--- config.mk ---
export PLATFORM = sky130hd
export DESIGN_NAME = oore_output_scaler
export DESIGN_NICKNAME = d
export VERILOG_FILES = /design/src/oore_pkg.sv /design/src/oore_divider.sv /design/src/oore_output_scaler.sv /design/src/oore_scale.sv
export SDC_FILE = /design/constraint.sdc
export NUM_CORES = 2
export LEC_CHECK = 0
export ABC_AREA = 0
export BUFFER_PORTS_ARGS = -buffer_cell sky130_fd_sc_hd__buf_2
export CORE_MARGIN = 2
export CORE_UTILIZATION = 35
export DETAILED_ROUTE_END_ITERATION = 12
export GPL_ROUTABILITY_DRIVEN = 0
export PLACE_DENSITY = 0.5
export SYNTH_ARGS = -nofsm -noshare
export SYNTH_HDL_FRONTEND = slang
export SYNTH_SLANG_ARGS = --single-unit
--- constraint.sdc ---
create_clock -name sys_clk -period 14.48 [get_ports sys_clk]
set_input_delay 4.344 -clock sys_clk [delete_from_list [all_inputs] [get_ports sys_clk]]
set_output_delay 4.344 -clock sys_clk [all_outputs]
set_load 0.02 [all_outputs]
--- src/oore_pkg.sv ---
// Constants, types and shared arithmetic for the output offset/ratio/expand block
package oore_pkg;
    localparam int VALW = 24;
    localparam int AUXW = 16;
    localparam int SENSW = 24;
    localparam int NUMW = 56;
    localparam int QW = 32;
    localparam int CHW = 34;
    localparam int OW = 16;
    localparam int PCTW = 11;
    localparam int RANGEW = 3;
    // Register byte offsets
    localparam logic [7:0] ADDR_CFG_X = 8'h00;
    localparam logic [7:0] ADDR_CFG_Y = 8'h04;
    localparam logic [7:0] ADDR_CFG_R = 8'h08;
    localparam logic [7:0] ADDR_SENS = 8'h0c;
    localparam logic [7:0] ADDR_MISC = 8'h10;
    localparam logic [7:0] ADDR_STAT = 8'h14;
    localparam logic [7:0] ADDR_RD_X = 8'h18;
    localparam logic [7:0] ADDR_RD_Y = 8'h1c;
    localparam logic [7:0] ADDR_RD_R = 8'h20;
    localparam logic [7:0] ADDR_RD_PH = 8'h24;
    // Field positions
    localparam int CFG_OFF_LSB = 0;
    localparam int CFG_RAT_BIT = 12;
    localparam int CFG_EXP_LSB = 13;
    localparam int MISC_FIRST_BIT = 0;
    localparam int MISC_SECOND_BIT = 1;
    localparam int MISC_RANGE_LSB = 2;
    // Reset values; RANGE_10MV is the gain cap
    localparam logic [SENSW-1:0] SENS_RST = 24'h0003e8;
    localparam logic [RANGEW-1:0] RANGE_RST = 3'h0;
    localparam logic [RANGEW-1:0] RANGE_10MV = 3'h4;
    // Scale: full scale is 10000 mV, ratio reference is 1.000 V
    localparam logic signed [OW-1:0] FS_MV = 16'sh2710;
    localparam logic signed [AUXW-1:0] ONE_VOLT_MV = 16'sh03e8;
    localparam logic signed [PCTW-1:0] PCT_MAX = 11'sh3e7;
    localparam logic signed [QW-1:0] PCT_COUNTS = 32'sh00000064;
    localparam logic signed [NUMW-1:0] QMAX = 56'sh00000040000000;
    // Phase in hundredths of a degree; 1800 per volt
    localparam logic signed [OW:0] PH_HALF = 17'sh04650;
    localparam logic signed [OW:0] PH_TURN = 17'sh08ca0;
    localparam logic signed [QW-1:0] PH_MV_NUM = 32'sh00000005;
    localparam logic signed [QW-1:0] PH_MV_DEN = 32'sh00000009;

    typedef enum {ST_IDLE, ST_LOAD, ST_DIV, ST_STORE} oore_state_e;

    typedef struct packed {
        logic signed [PCTW-1:0] offPct;
        logic ratioEn;
        logic [1:0] expCode;
    } oore_cfg_s;

    typedef struct packed {
        logic signed [OW-1:0] analog;
        logic signed [OW-1:0] bar;
        logic signed [OW-1:0] readout;
        logic signed [CHW-1:0] chart;
        logic ovl;
    } oore_res_s;

    function automatic logic [7:0] expFactor(input logic [1:0] code);
        if (code == 2'h1) return 8'h0a;
        else if (code == 2'h2) return 8'h64;
        else return 8'h01;
    endfunction

    function automatic logic signed [OW-1:0] clampFs(input logic signed [47:0] v);
        if (v > 48'(FS_MV)) return FS_MV;
        else if (v < -48'(FS_MV)) return -FS_MV;
        else return v[OW-1:0];
    endfunction
endpackage

--- src/oore_divider.sv ---
// Iterative signed divider, one quotient bit per clock
`timescale 1ns/100ps
module oore_divider import oore_pkg::*; #(
    parameter int W = NUMW
) (
    input wire logic sys_clk,
    input wire logic rstn,
    input wire logic start,
    input wire logic signed [W-1:0] num,
    input wire logic [W-1:0] den,
    output logic done,
    output logic signed [W-1:0] quot
);
    localparam int CW = $clog2(W + 1);
    logic [W-1:0] remReg;
    logic [W-1:0] shReg;
    logic [W-1:0] denReg;
    logic [CW-1:0] cntReg;
    logic negReg;
    logic [W+1:0] diff;

    assign diff = {1'b0, remReg, shReg[W-1]} - {2'b00, denReg};
    assign quot = negReg ? -$signed(shReg) : $signed(shReg);

    always_ff @(posedge sys_clk or negedge rstn)
    begin
        if (!rstn)
        begin
            remReg <= '0;
            shReg <= '0;
            denReg <= '0;
            cntReg <= '0;
            negReg <= 1'b0;
        end
        else if (start)
        begin
            shReg <= num[W-1] ? W'(-num) : W'(num);
            negReg <= num[W-1];
            denReg <= den;
            remReg <= '0;
            cntReg <= CW'(W);
        end
        else if (cntReg != '0)
        begin
            shReg <= {shReg[W-2:0], ~diff[W+1]};
            remReg <= diff[W+1] ? {remReg[W-2:0], shReg[W-1]} : diff[W-1:0];
            cntReg <= cntReg - CW'(1);
        end
    end

    always_ff @(posedge sys_clk or negedge rstn)
    begin
        if (!rstn)
            done <= 1'b0;
        else
            done <= !start && (cntReg == CW'(1));
    end
endmodule

--- src/oore_output_scaler.sv ---
// Output offset, ratio and expand datapath with phase scaling and indicators
//
// Notes on behaviour
// - Phase kept within half turn; 18 deg/V
// - Phase bar and readout ignore sensitivity
// - Offset is percent of sensitivity, max 999
// - Ratio lamp lit whenever any ratio enabled
// - Output = (value/(sens/ratio) - offset)*expand*10V
// - Expand multiplies the offset-removed value
// - Expand is 1, 10, 100; output within 10V
// - Aux3 ratios X and Y, aux4 ratios R
// - Magnitude has its own offset, ratio, expand
// - Phase has no offset, ratio or expand
// - Displays and remote values include offset, ratio
// - Offset and ratio marks shown when active
// - Readout not expanded, shows value minus offset
// - Expand mark shown when factor not one
// - Bar graph follows the expanded analog output
// - Chart values carry offset but no expand
// - Gain rises with smaller range, stops 10mV
// - Value equal to sensitivity gives 10V
// - Overload flagged; outputs pinned, chart not
//
// Local design decisions: the address map and strobed register access.
`timescale 1ns/100ps
module oore_output_scaler import oore_pkg::*; (
    input wire logic sys_clk,
    input wire logic rstn,
    input wire logic [7:0] regAddr,
    input wire logic [31:0] regWrData,
    input wire logic regWr,
    input wire logic regRd,
    output logic [31:0] regRdData,
    input wire logic sampleValid,
    input wire logic signed [VALW-1:0] inX,
    input wire logic signed [VALW-1:0] inY,
    input wire logic signed [VALW-1:0] inR,
    input wire logic signed [OW:0] inPhase,
    input wire logic signed [AUXW-1:0] aux3,
    input wire logic signed [AUXW-1:0] aux4,
    output oore_res_s [2:0] chRes,
    output logic [2:0] offInd,
    output logic [2:0] ratInd,
    output logic [2:0] expInd,
    output logic ratioLed,
    output logic signed [OW-1:0] firstOut,
    output logic signed [OW-1:0] secondOut,
    output logic signed [OW-1:0] phaseBar,
    output logic signed [OW-1:0] phaseReadout,
    output logic [RANGEW-1:0] gainCode,
    output logic busy
);
    oore_cfg_s [2:0] cfgReg;
    logic [SENSW-1:0] sensReg;
    logic firstSelReg;
    logic secondSelReg;
    logic [RANGEW-1:0] rangeReg;
    oore_state_e state;
    logic [1:0] chIdx;
    logic signed [VALW-1:0] valReg [3];
    logic signed [AUXW-1:0] aux3Reg;
    logic signed [AUXW-1:0] aux4Reg;
    logic signed [QW-1:0] qReg;
    logic signed [AUXW-1:0] ratioUse;
    logic signed [NUMW-1:0] numVal;
    logic [NUMW-1:0] denVal;
    logic divDone;
    logic signed [NUMW-1:0] divQuot;
    oore_res_s scaleRes;
    logic [31:0] rdMux;

    ////////////////////////////////////////////////////////////////////////
    function automatic oore_cfg_s cfgFromWord(input logic [31:0] w);
        oore_cfg_s c;
        logic signed [PCTW-1:0] p;
        p = w[CFG_OFF_LSB +: PCTW];
        if (p > PCT_MAX) c.offPct = PCT_MAX;
        else if (p < -PCT_MAX) c.offPct = -PCT_MAX;
        else c.offPct = p;
        c.ratioEn = w[CFG_RAT_BIT];
        // Unused code falls back to unity rather than an odd factor
        c.expCode = (w[CFG_EXP_LSB +: 2] == 2'h3) ? 2'h0 : w[CFG_EXP_LSB +: 2];
        return c;
    endfunction
    function automatic logic [31:0] cfgToWord(input oore_cfg_s c);
        return {17'h0, c.expCode, c.ratioEn, 1'b0, c.offPct};
    endfunction
    function automatic logic signed [OW-1:0] wrapPhase(input logic signed [OW:0] p);
        logic signed [OW:0] q;
        q = p;
        if (p > PH_HALF) q = p - PH_TURN;
        else if (p < -PH_HALF) q = p + PH_TURN;
        return q[OW-1:0];
    endfunction
    function automatic logic signed [OW-1:0] phaseToMv(input logic signed [OW-1:0] p);
        logic signed [QW-1:0] t;
        t = (QW'(p) * PH_MV_NUM) / PH_MV_DEN;
        return t[OW-1:0];
    endfunction

    ////////////////////////////////////////////////////////////////////////
    // Register writes
    always_ff @(posedge sys_clk or negedge rstn)
    begin
        if (!rstn)
        begin
            cfgReg <= '0;
            sensReg <= SENS_RST;
            firstSelReg <= 1'b0;
            secondSelReg <= 1'b0;
            rangeReg <= RANGE_RST;
        end
        else if (regWr)
        begin
            if (regAddr == ADDR_CFG_X)
                cfgReg[0] <= cfgFromWord(regWrData);
            else if (regAddr == ADDR_CFG_Y)
                cfgReg[1] <= cfgFromWord(regWrData);
            else if (regAddr == ADDR_CFG_R)
                cfgReg[2] <= cfgFromWord(regWrData);
            else if (regAddr == ADDR_SENS)
                // Zero would divide by zero; offsets stay in percent
                sensReg <= (regWrData[SENSW-1:0] == '0) ? SENSW'(1) : regWrData[SENSW-1:0];
            else if (regAddr == ADDR_MISC)
            begin
                firstSelReg <= regWrData[MISC_FIRST_BIT];
                secondSelReg <= regWrData[MISC_SECOND_BIT];
                rangeReg <= regWrData[MISC_RANGE_LSB +: RANGEW];
            end
        end
    end

    // Register reads: data valid only in the cycle after the strobe
    always_comb
    begin
        rdMux = 32'h0;
        if (regAddr == ADDR_CFG_X)
            rdMux = cfgToWord(cfgReg[0]);
        else if (regAddr == ADDR_CFG_Y)
            rdMux = cfgToWord(cfgReg[1]);
        else if (regAddr == ADDR_CFG_R)
            rdMux = cfgToWord(cfgReg[2]);
        else if (regAddr == ADDR_SENS)
            rdMux = 32'(sensReg);
        else if (regAddr == ADDR_MISC)
            rdMux = {27'h0, rangeReg, secondSelReg, firstSelReg};
        else if (regAddr == ADDR_STAT)
            rdMux = {28'h0, busy, chRes[2].ovl, chRes[1].ovl, chRes[0].ovl};
        else if (regAddr == ADDR_RD_X)
            rdMux = chRes[0].chart[31:0];
        else if (regAddr == ADDR_RD_Y)
            rdMux = chRes[1].chart[31:0];
        else if (regAddr == ADDR_RD_R)
            rdMux = chRes[2].chart[31:0];
        else if (regAddr == ADDR_RD_PH)
            rdMux = 32'(phaseReadout);
    end

    always_ff @(posedge sys_clk or negedge rstn)
    begin
        if (!rstn)
            regRdData <= 32'h0;
        else
            regRdData <= regRd ? rdMux : 32'h0;
    end

    ////////////////////////////////////////////////////////////////////////
    // Channel sequencer: X, Y then R share one divider
    always_ff @(posedge sys_clk or negedge rstn)
    begin
        if (!rstn)
        begin
            state <= ST_IDLE;
            chIdx <= 2'h0;
        end
        else
        begin
            case (state)
                ST_IDLE:
                    if (sampleValid)
                    begin
                        chIdx <= 2'h0;
                        state <= ST_LOAD;
                    end
                ST_LOAD:
                    state <= ST_DIV;
                ST_DIV:
                    if (divDone)
                        state <= ST_STORE;
                ST_STORE:
                    if (chIdx == 2'h2)
                        state <= ST_IDLE;
                    else
                    begin
                        chIdx <= chIdx + 2'h1;
                        state <= ST_LOAD;
                    end
                default:
                    state <= ST_IDLE;
            endcase
        end
    end

    // Samples arriving mid-sequence are dropped, not queued
    always_ff @(posedge sys_clk or negedge rstn)
    begin
        if (!rstn)
        begin
            valReg <= '{default: '0};
            aux3Reg <= ONE_VOLT_MV;
            aux4Reg <= ONE_VOLT_MV;
        end
        else if (state == ST_IDLE && sampleValid)
        begin
            valReg[0] <= inX;
            valReg[1] <= inY;
            valReg[2] <= inR;
            aux3Reg <= aux3;
            aux4Reg <= aux4;
        end
    end
    always_comb
    begin
        if (!cfgReg[chIdx].ratioEn)
            ratioUse = ONE_VOLT_MV;
        else if (chIdx == 2'h2)
            ratioUse = aux4Reg;
        else
            ratioUse = aux3Reg;
        // value * (ratio / 1 V) * 10 V / sensitivity, in mV
        numVal = NUMW'(valReg[chIdx]) * NUMW'(ratioUse) * NUMW'(FS_MV);
        denVal = NUMW'(sensReg) * NUMW'(ONE_VOLT_MV);
    end
    oore_divider #(.W(NUMW)) uDiv (
        .sys_clk(sys_clk),
        .rstn(rstn),
        .start(state == ST_LOAD),
        .num(numVal),
        .den(denVal),
        .done(divDone),
        .quot(divQuot)
    );
    // Saturate far beyond full scale so later math cannot wrap
    always_ff @(posedge sys_clk or negedge rstn)
    begin
        if (!rstn)
            qReg <= '0;
        else if (state == ST_DIV && divDone)
        begin
            if (divQuot > QMAX) qReg <= QMAX[QW-1:0];
            else if (divQuot < -QMAX) qReg <= -QMAX[QW-1:0];
            else qReg <= divQuot[QW-1:0];
        end
    end
    oore_scale uScale (
        .quot(qReg),
        .cfg(cfgReg[chIdx]),
        .res(scaleRes)
    );
    always_ff @(posedge sys_clk or negedge rstn)
    begin
        if (!rstn)
            chRes <= '0;
        else if (state == ST_STORE)
            chRes[chIdx] <= scaleRes;
    end

    ////////////////////////////////////////////////////////////////////////
    // Phase path: no offset, ratio or expand
    always_ff @(posedge sys_clk or negedge rstn)
    begin
        if (!rstn)
        begin
            phaseBar <= '0;
            phaseReadout <= '0;
        end
        else if (state == ST_IDLE && sampleValid)
        begin
            phaseBar <= wrapPhase(inPhase);
            phaseReadout <= wrapPhase(inPhase);
        end
    end

    always_ff @(posedge sys_clk or negedge rstn)
    begin
        if (!rstn)
        begin
            firstOut <= '0;
            secondOut <= '0;
        end
        else
        begin
            firstOut <= firstSelReg ? chRes[2].analog : chRes[0].analog;
            secondOut <= secondSelReg ? phaseToMv(phaseReadout) : chRes[1].analog;
        end
    end

    ////////////////////////////////////////////////////////////////////////
    // Indicators and status
    always_ff @(posedge sys_clk or negedge rstn)
    begin
        if (!rstn)
        begin
            offInd <= 3'h0;
            ratInd <= 3'h0;
            expInd <= 3'h0;
            ratioLed <= 1'b0;
            gainCode <= RANGE_RST;
            busy <= 1'b0;
        end
        else
        begin
            for (int i = 0; i < 3; i++)
            begin
                offInd[i] <= cfgReg[i].offPct != '0;
                expInd[i] <= expFactor(cfgReg[i].expCode) != 8'h01;
            end
            ratInd[0] <= cfgReg[0].ratioEn && (aux3Reg != ONE_VOLT_MV);
            ratInd[1] <= cfgReg[1].ratioEn && (aux3Reg != ONE_VOLT_MV);
            ratInd[2] <= cfgReg[2].ratioEn && (aux4Reg != ONE_VOLT_MV);
            ratioLed <= cfgReg[0].ratioEn || cfgReg[1].ratioEn || cfgReg[2].ratioEn;
            // Beyond the 10 mV setting more gain buys no noise benefit
            gainCode <= (rangeReg > RANGE_10MV) ? RANGE_10MV : rangeReg;
            busy <= state != ST_IDLE;
        end
    end
endmodule

--- src/oore_scale.sv ---
// Offset removal, expand and full-scale clamping for one channel
`timescale 1ns/100ps
module oore_scale import oore_pkg::*; (
    input wire logic signed [QW-1:0] quot,
    input wire oore_cfg_s cfg,
    output oore_res_s res
);
    logic signed [CHW-1:0] delta;
    logic signed [47:0] expanded;

    always_comb
    begin
        delta = CHW'(quot) - CHW'(cfg.offPct * PCT_COUNTS);
        // Expand acts on the value with its offset already removed
        expanded = 48'(delta) * $signed({40'h0, expFactor(cfg.expCode)});
        res.chart = delta;
        res.readout = clampFs(48'(delta));
        res.analog = clampFs(expanded);
        res.bar = res.analog;
        res.ovl = (expanded > 48'(FS_MV)) || (expanded < -48'(FS_MV));
    end
endmodule

== Word-level counts from Yosys, hierarchy flattened ==
Index checks and enable logic that the tools add are counted.
Storage, ports and cells
  input port bits: 166
  ROM bits: 0
  memories: 0
  register bits: 735
  memory bits (writable): 0
  bits in latches: 0
Operators by class
  bitwise gates (word level): 6
  reduce and logical (&&, ||, !) cells: 29
  $lt $le $gt $ge: 14
  add/subtract/negate cells: 8
  eq/ne operators: 34
  div/mod/pow operators: 1
  mux-type cells: 60
  shifts and indexed selects: 0
  $mul: 6
Operators with widths (number)
  $mux 32: 15
  $mux 56: 7
  $bwmux 249: 1
  $demux 83 s2: 1
  $mux 16: 10
  $pmux 32 s4: 1
  $eq 32x2->1 const B: 3
  $mux 83: 1
  $mux 24: 3
  $eq 32x3->1 const B: 2
  $logic_not 32->1: 2
  $sub 57x34->58: 1
  $gt 56x32->1 const B: 1
  $lt 56x31->1 const B: 1
  $neg 55->56: 1
  $neg 56->56: 1
  $mul 40x11->51 const B: 1
  $mux 7: 7
  $bmux 24 s2: 1
  $gt 48x15->1 const B: 1
  $lt 48x15->1 const B: 1
  $mul 34x9->43: 1
  $mul 24x16->40: 1
  $gt 34x15->1 const B: 1
  55 further kinds: 93

== Depth between registers and ports, before layout ==
  depth in word-level cells: 12
  mapped depth: 74
  mapped depth without buffers: 67

== Modules after synthesis ==
Synthesis repeated with hierarchy kept, for this count alone.
Second synthesis, totals
  cells, all modules: 8011
  area, all modules: 75556.2 sq um
Modules (own cells, without submodules)
  oore_output_scaler: area an instance 51351.8 sq um, sequential area each 13885.8 sq um, cells each 4955, times used 1
  oore_divider: area an instance 13226.4 sq um, sequential area each 4404.2 sq um, cells each 1662, times used 1
  oore_scale: area an instance 10978.0 sq um, sequential area each 0.0 sq um, cells each 1394, times used 1

== Worst setup path before layout ==
Ideal clock, no wire load.
  kind: reg-to-reg
  from: register chIdx[0]
  to: register uDiv.shReg[48]
  buffers on the path: 7
  required time: 14353 ps
  clock period less this slack: 15661 ps
  slack: -1181 ps
  cell stages (with the launch flop): 70
  arrival time: 15533 ps
  cell sequence: dfrtp_1 -> clkbuf_1 -> buf_1 -> clkbuf_1 -> inv_1 -> ha_1 -> buf_1 -> buf_1 -> mux2i_1 -> nand2_1 -> clkbuf_1 -> nand2_1 -> fa_1 -> inv_1 -> fa_1 -> ha_1 -> inv_1 -> fa_1 -> (+34 left out) -> fa_1 -> inv_1 -> fa_1 -> fa_1 -> ha_1 -> and2_1 -> o21ai_0 -> o31ai_1 -> o21a_1 -> o21ai_0 -> nand2b_1 -> and2_1 -> xor2_1 -> clkbuf_1 -> o21ai_0 -> xnor2_1 -> a222oi_1 -> inv_1
Between the ends
  longest elaborated chain between the ends: 9
RTL lines
  start, declared: RTL line oore_output_scaler.sv:59  | logic [1:0] chIdx;
  start signal, assigned: RTL line oore_output_scaler.sv:195  | chIdx <= chIdx + 2'h1;
  $not 2->3 (implied by the code): RTL line oore_output_scaler.sv:231  | numVal = NUMW'(valReg[chIdx]) * NUMW'(ratioUse) * NUMW'(FS_MV);
  $bmux 24 s2: RTL line oore_output_scaler.sv:231
  $mux 24 (implied by the code) (2 in a row): RTL line oore_output_scaler.sv:231
  $mul 24x16->40 *: RTL line oore_output_scaler.sv:231
  $mul 40x11->51 *: RTL line oore_output_scaler.sv:231
  $neg 55->56: RTL line oore_divider.sv:37  | shReg <= num[W-1] ? W'(-num) : W'(num);
  $mux 56 *: RTL line oore_divider.sv:37
  $mux 56 *: RTL line oore_divider.sv:35  | else if (start)
  end signal, assigned: RTL line oore_divider.sv:37
  end signal, assigned: RTL line oore_divider.sv:45  | shReg <= {shReg[W-2:0], ~diff[W+1]};
  end, declared: RTL line oore_divider.sv:16  | logic [W-1:0] shReg;
Mark *: on every way between the ends. The rest lies on a longest branch, timed or not. The select of a mux whose other input is x is not followed.
A chain may end at the register's enable or synchronous reset.

== Worst setup path in the final report ==
  from: register chIdx[0]
  to: register uDiv.shReg[18]
The elaborated chain is that of the path after synthesis.

==> impl_metrics.json <==
{
  "status": "completed",
  "max_freq_ghz": 0.0719,
  "crit_start": "chIdx[0]",
  "synth_edf_count": 0,
  "ant_nets": 0,
  "grt_pass1_wl_um": 344000,
  "critPathMostFrequentCell": "fa_1",
  "die_area_um2": 201000,
  "initial_core_util_pct": 35.2,
  "overflow": 0,
  "final.min_clock_period_ps": 13910,
  "pre_cts_ws_ps": -896,
  "hold-worst-slack_ps": 474,
  "period_share_pct": 96.1,
  "htreeDepth": 3,
  "core_area_um2": 197000,
  "grt_util_all_layers_pct": 21.9,
  "cp.arrival_ps": 14530,
  "crit_required_ps": 15100,
  "antenna_found_initial": 16,
  "netlist-cell-type-count": 124,
  "core.rowCount": 163,
  "critPathMaxStageDelay_ps": 550,
  "synthFlopType": "dfrtp_1",
  "via_per_inst": 5.13,
  "seq_area_frac_synth_pct": 23.7,
  "tritoncts": "yes",
  "clock_sinks": 654,
  "final_cell_mix": "inv_1 (1113), nand2_1 (1097), fa_1 (723)",
  "wl_um": 223000,
  "synth_seq_cells": 654,
  "stdcell_area_um2": 80800,
  "dp.final_hpwl_um": 179000,
  "postPlaceCellArea_um2": 76900,
  "finClkSkew_ps": 66.3,
  "end_kind": "flop",
  "drtPass1Iterations": 10,
  "vias": 56633,
  "cp_max_fo": 20,
  "ctsRootBufferMaster": "clkbuf_16",
  "netlist_area_um2": 69200,
  "clk_latency_ps": 740,
  "postSynthCellCount": 7636,
  "port_buffers": 516,
  "crit_family": "adder cells",
  "clk_pin_slew_ps": 60,
  "tightestPinTransition_ps": 1210,
  "slowest_stage": "fa_1",
  "drt_first_iter_violations": 3665,
  "num_io_pins": 525,
  "r2r_start": "chIdx[0]",
  "nets": 9842,
  "clockBufferDepth": 3,
  "die_height_um": 449,
  "synthesis.nets": 9163,
  "worstSetupPathType": "flop to flop",
  "remaining_drc_errors": 0,
  "grt_max_degree": 145,
  "syn_to_final_growth_pct": 16.8,
  "worstSetupStartpointType": "flop",
  "regArea_um2": 16400,
  "wl_per_cell_um": 20.2,
  "setup_slack_ps": 571,
  "syn_area_per_cell_um2": 9.06,
  "die_w_um": 449,
  "fillers": 19596,
  "maxSlewHeadroom_pct": 19.1,
  "min_from": "chRes[214]",
  "drv_cap": 0,
  "cts_hold_buffers": 0,
  "slew_violations": 0,
  "grt_pass1_vias": 57078,
  "multi_input_area_um2": 47900,
  "mostFrequentLayoutCell": "inv_1",
  "async_flop_share_pct": 100,
  "ys_warn_count": 0,
  "critical_path_buf_inv_count": 16,
  "layout-drive-gt1-share_pct": 18.1,
  "finalHoldViolations": 0,
  "numCtsBuffers": 78,
  "final-setup-viol-count": 0,
  "hold_class": "flop to flop"
}
-- cells in the mapped netlist, types with 69 or more instances --
cell type  instances  area share (%)
fa_1             723              21
a21oi_1          319             2.3
xnor2_1          227             2.9
nor3_1           103            0.75
a21o_1            74            0.80
inv_1           1115             6.0
nand2_1         1108             6.0
o21ai_0          472             3.4
xor2_1           119             1.5
mux2i_1           70             1.0
clkbuf_1         263             1.4
ha_1             638              12
mux2_2           169             2.8
dfrtp_1          636              23
nor2_1           397             2.2
and2_1            69            0.62
nand3_1           88            0.64
-- routing by layer --
layer	GRT usage [%]	up-vias	share of wire [%]
met5	0	-	0.035
li1	-	26583	-
met2	38.0	1369	49
met3	2.34	304	3.9
met4	8.10	12	4.0
met1	28.1	28365	43
-- state kept, by name, summed over array words and instances (netlist names), 24 cells and up --
register     count
sensReg         24
uDiv.denReg     31
regRdData       32
cfgReg          42
chRes          198
uDiv.shReg      56
uDiv.remReg     56
qReg            32
valReg          72
-- cells by family (layout without fill, tap and decap cells) --
family,count (synthesis),in the layout,share of synthesized area [%]
compound gates,1451,1451,13.6
xor+xnor,349,349,4.45
buf+inv,1480,2224,8.42
mux,240,240,3.79
other cells,0,10,0
simple gates,2098,2098,13.5
fa+ha+maj,1364,1364,32.5
flops,654,654,23.7
-- through the flow --
stage / util (%) / TNS (ps) / std cells
floorplan: - / 0 / 7636
detailed placement: 39.1 / -40330 / 10842
finish: 41.1 / 0 / 11030
CTS: 40.6 / 0 / 10995
global route: 41.0 / -2140 / 11025
global placement: 39.1 / -31480 / 10842
-- worst paths after layout --
kind                       cells after the start  slack (ps)        endpoint
max                                           64         570  uDiv.shReg[18]
min in group asynchronous                      1        3660     sensReg[20]
max in group asynchronous                      3        8510      chRes[160]
min reg2reg                                    2         470      chRes[214]
max reg2reg                                   64         570  uDiv.shReg[18]
min                                            2         470      chRes[214]
-- layout make-up --
type                    count  area share, %
repair buffers            964           7.79
clock buffers             104           2.72
clock inverters            41          0.658
multi-input cells        5502           59.2
flip-flops and latches    654           20.3
diodes                     10         0.0310
well taps                2640           4.09
inverters                1115           5.18
-- worst reg2reg max path, delay by kind of cell, from the launching register on --
family / cells / cell delay (ps)
simple gates: 8 / 1710
fa+ha+maj: 13 / 5540
compound gates: 23 / 3400
flops: 1 / 450
mux: 1 / 180
buf+inv: 16 / 2110
xor+xnor: 3 / 460
-- timing repair --
action / CTS / global route
hold endpoints to repair: 0 / 0
resized for setup: 48 / 169
cloned: 2 / 1
pin swaps: 18 / 84
endpoints found under the setup margin: 51 / 101
buffers inserted: 6 / 27
Power is not shown: default switching activity piles up to over one toggle a cycle in this logic, so the estimate is an artifact.
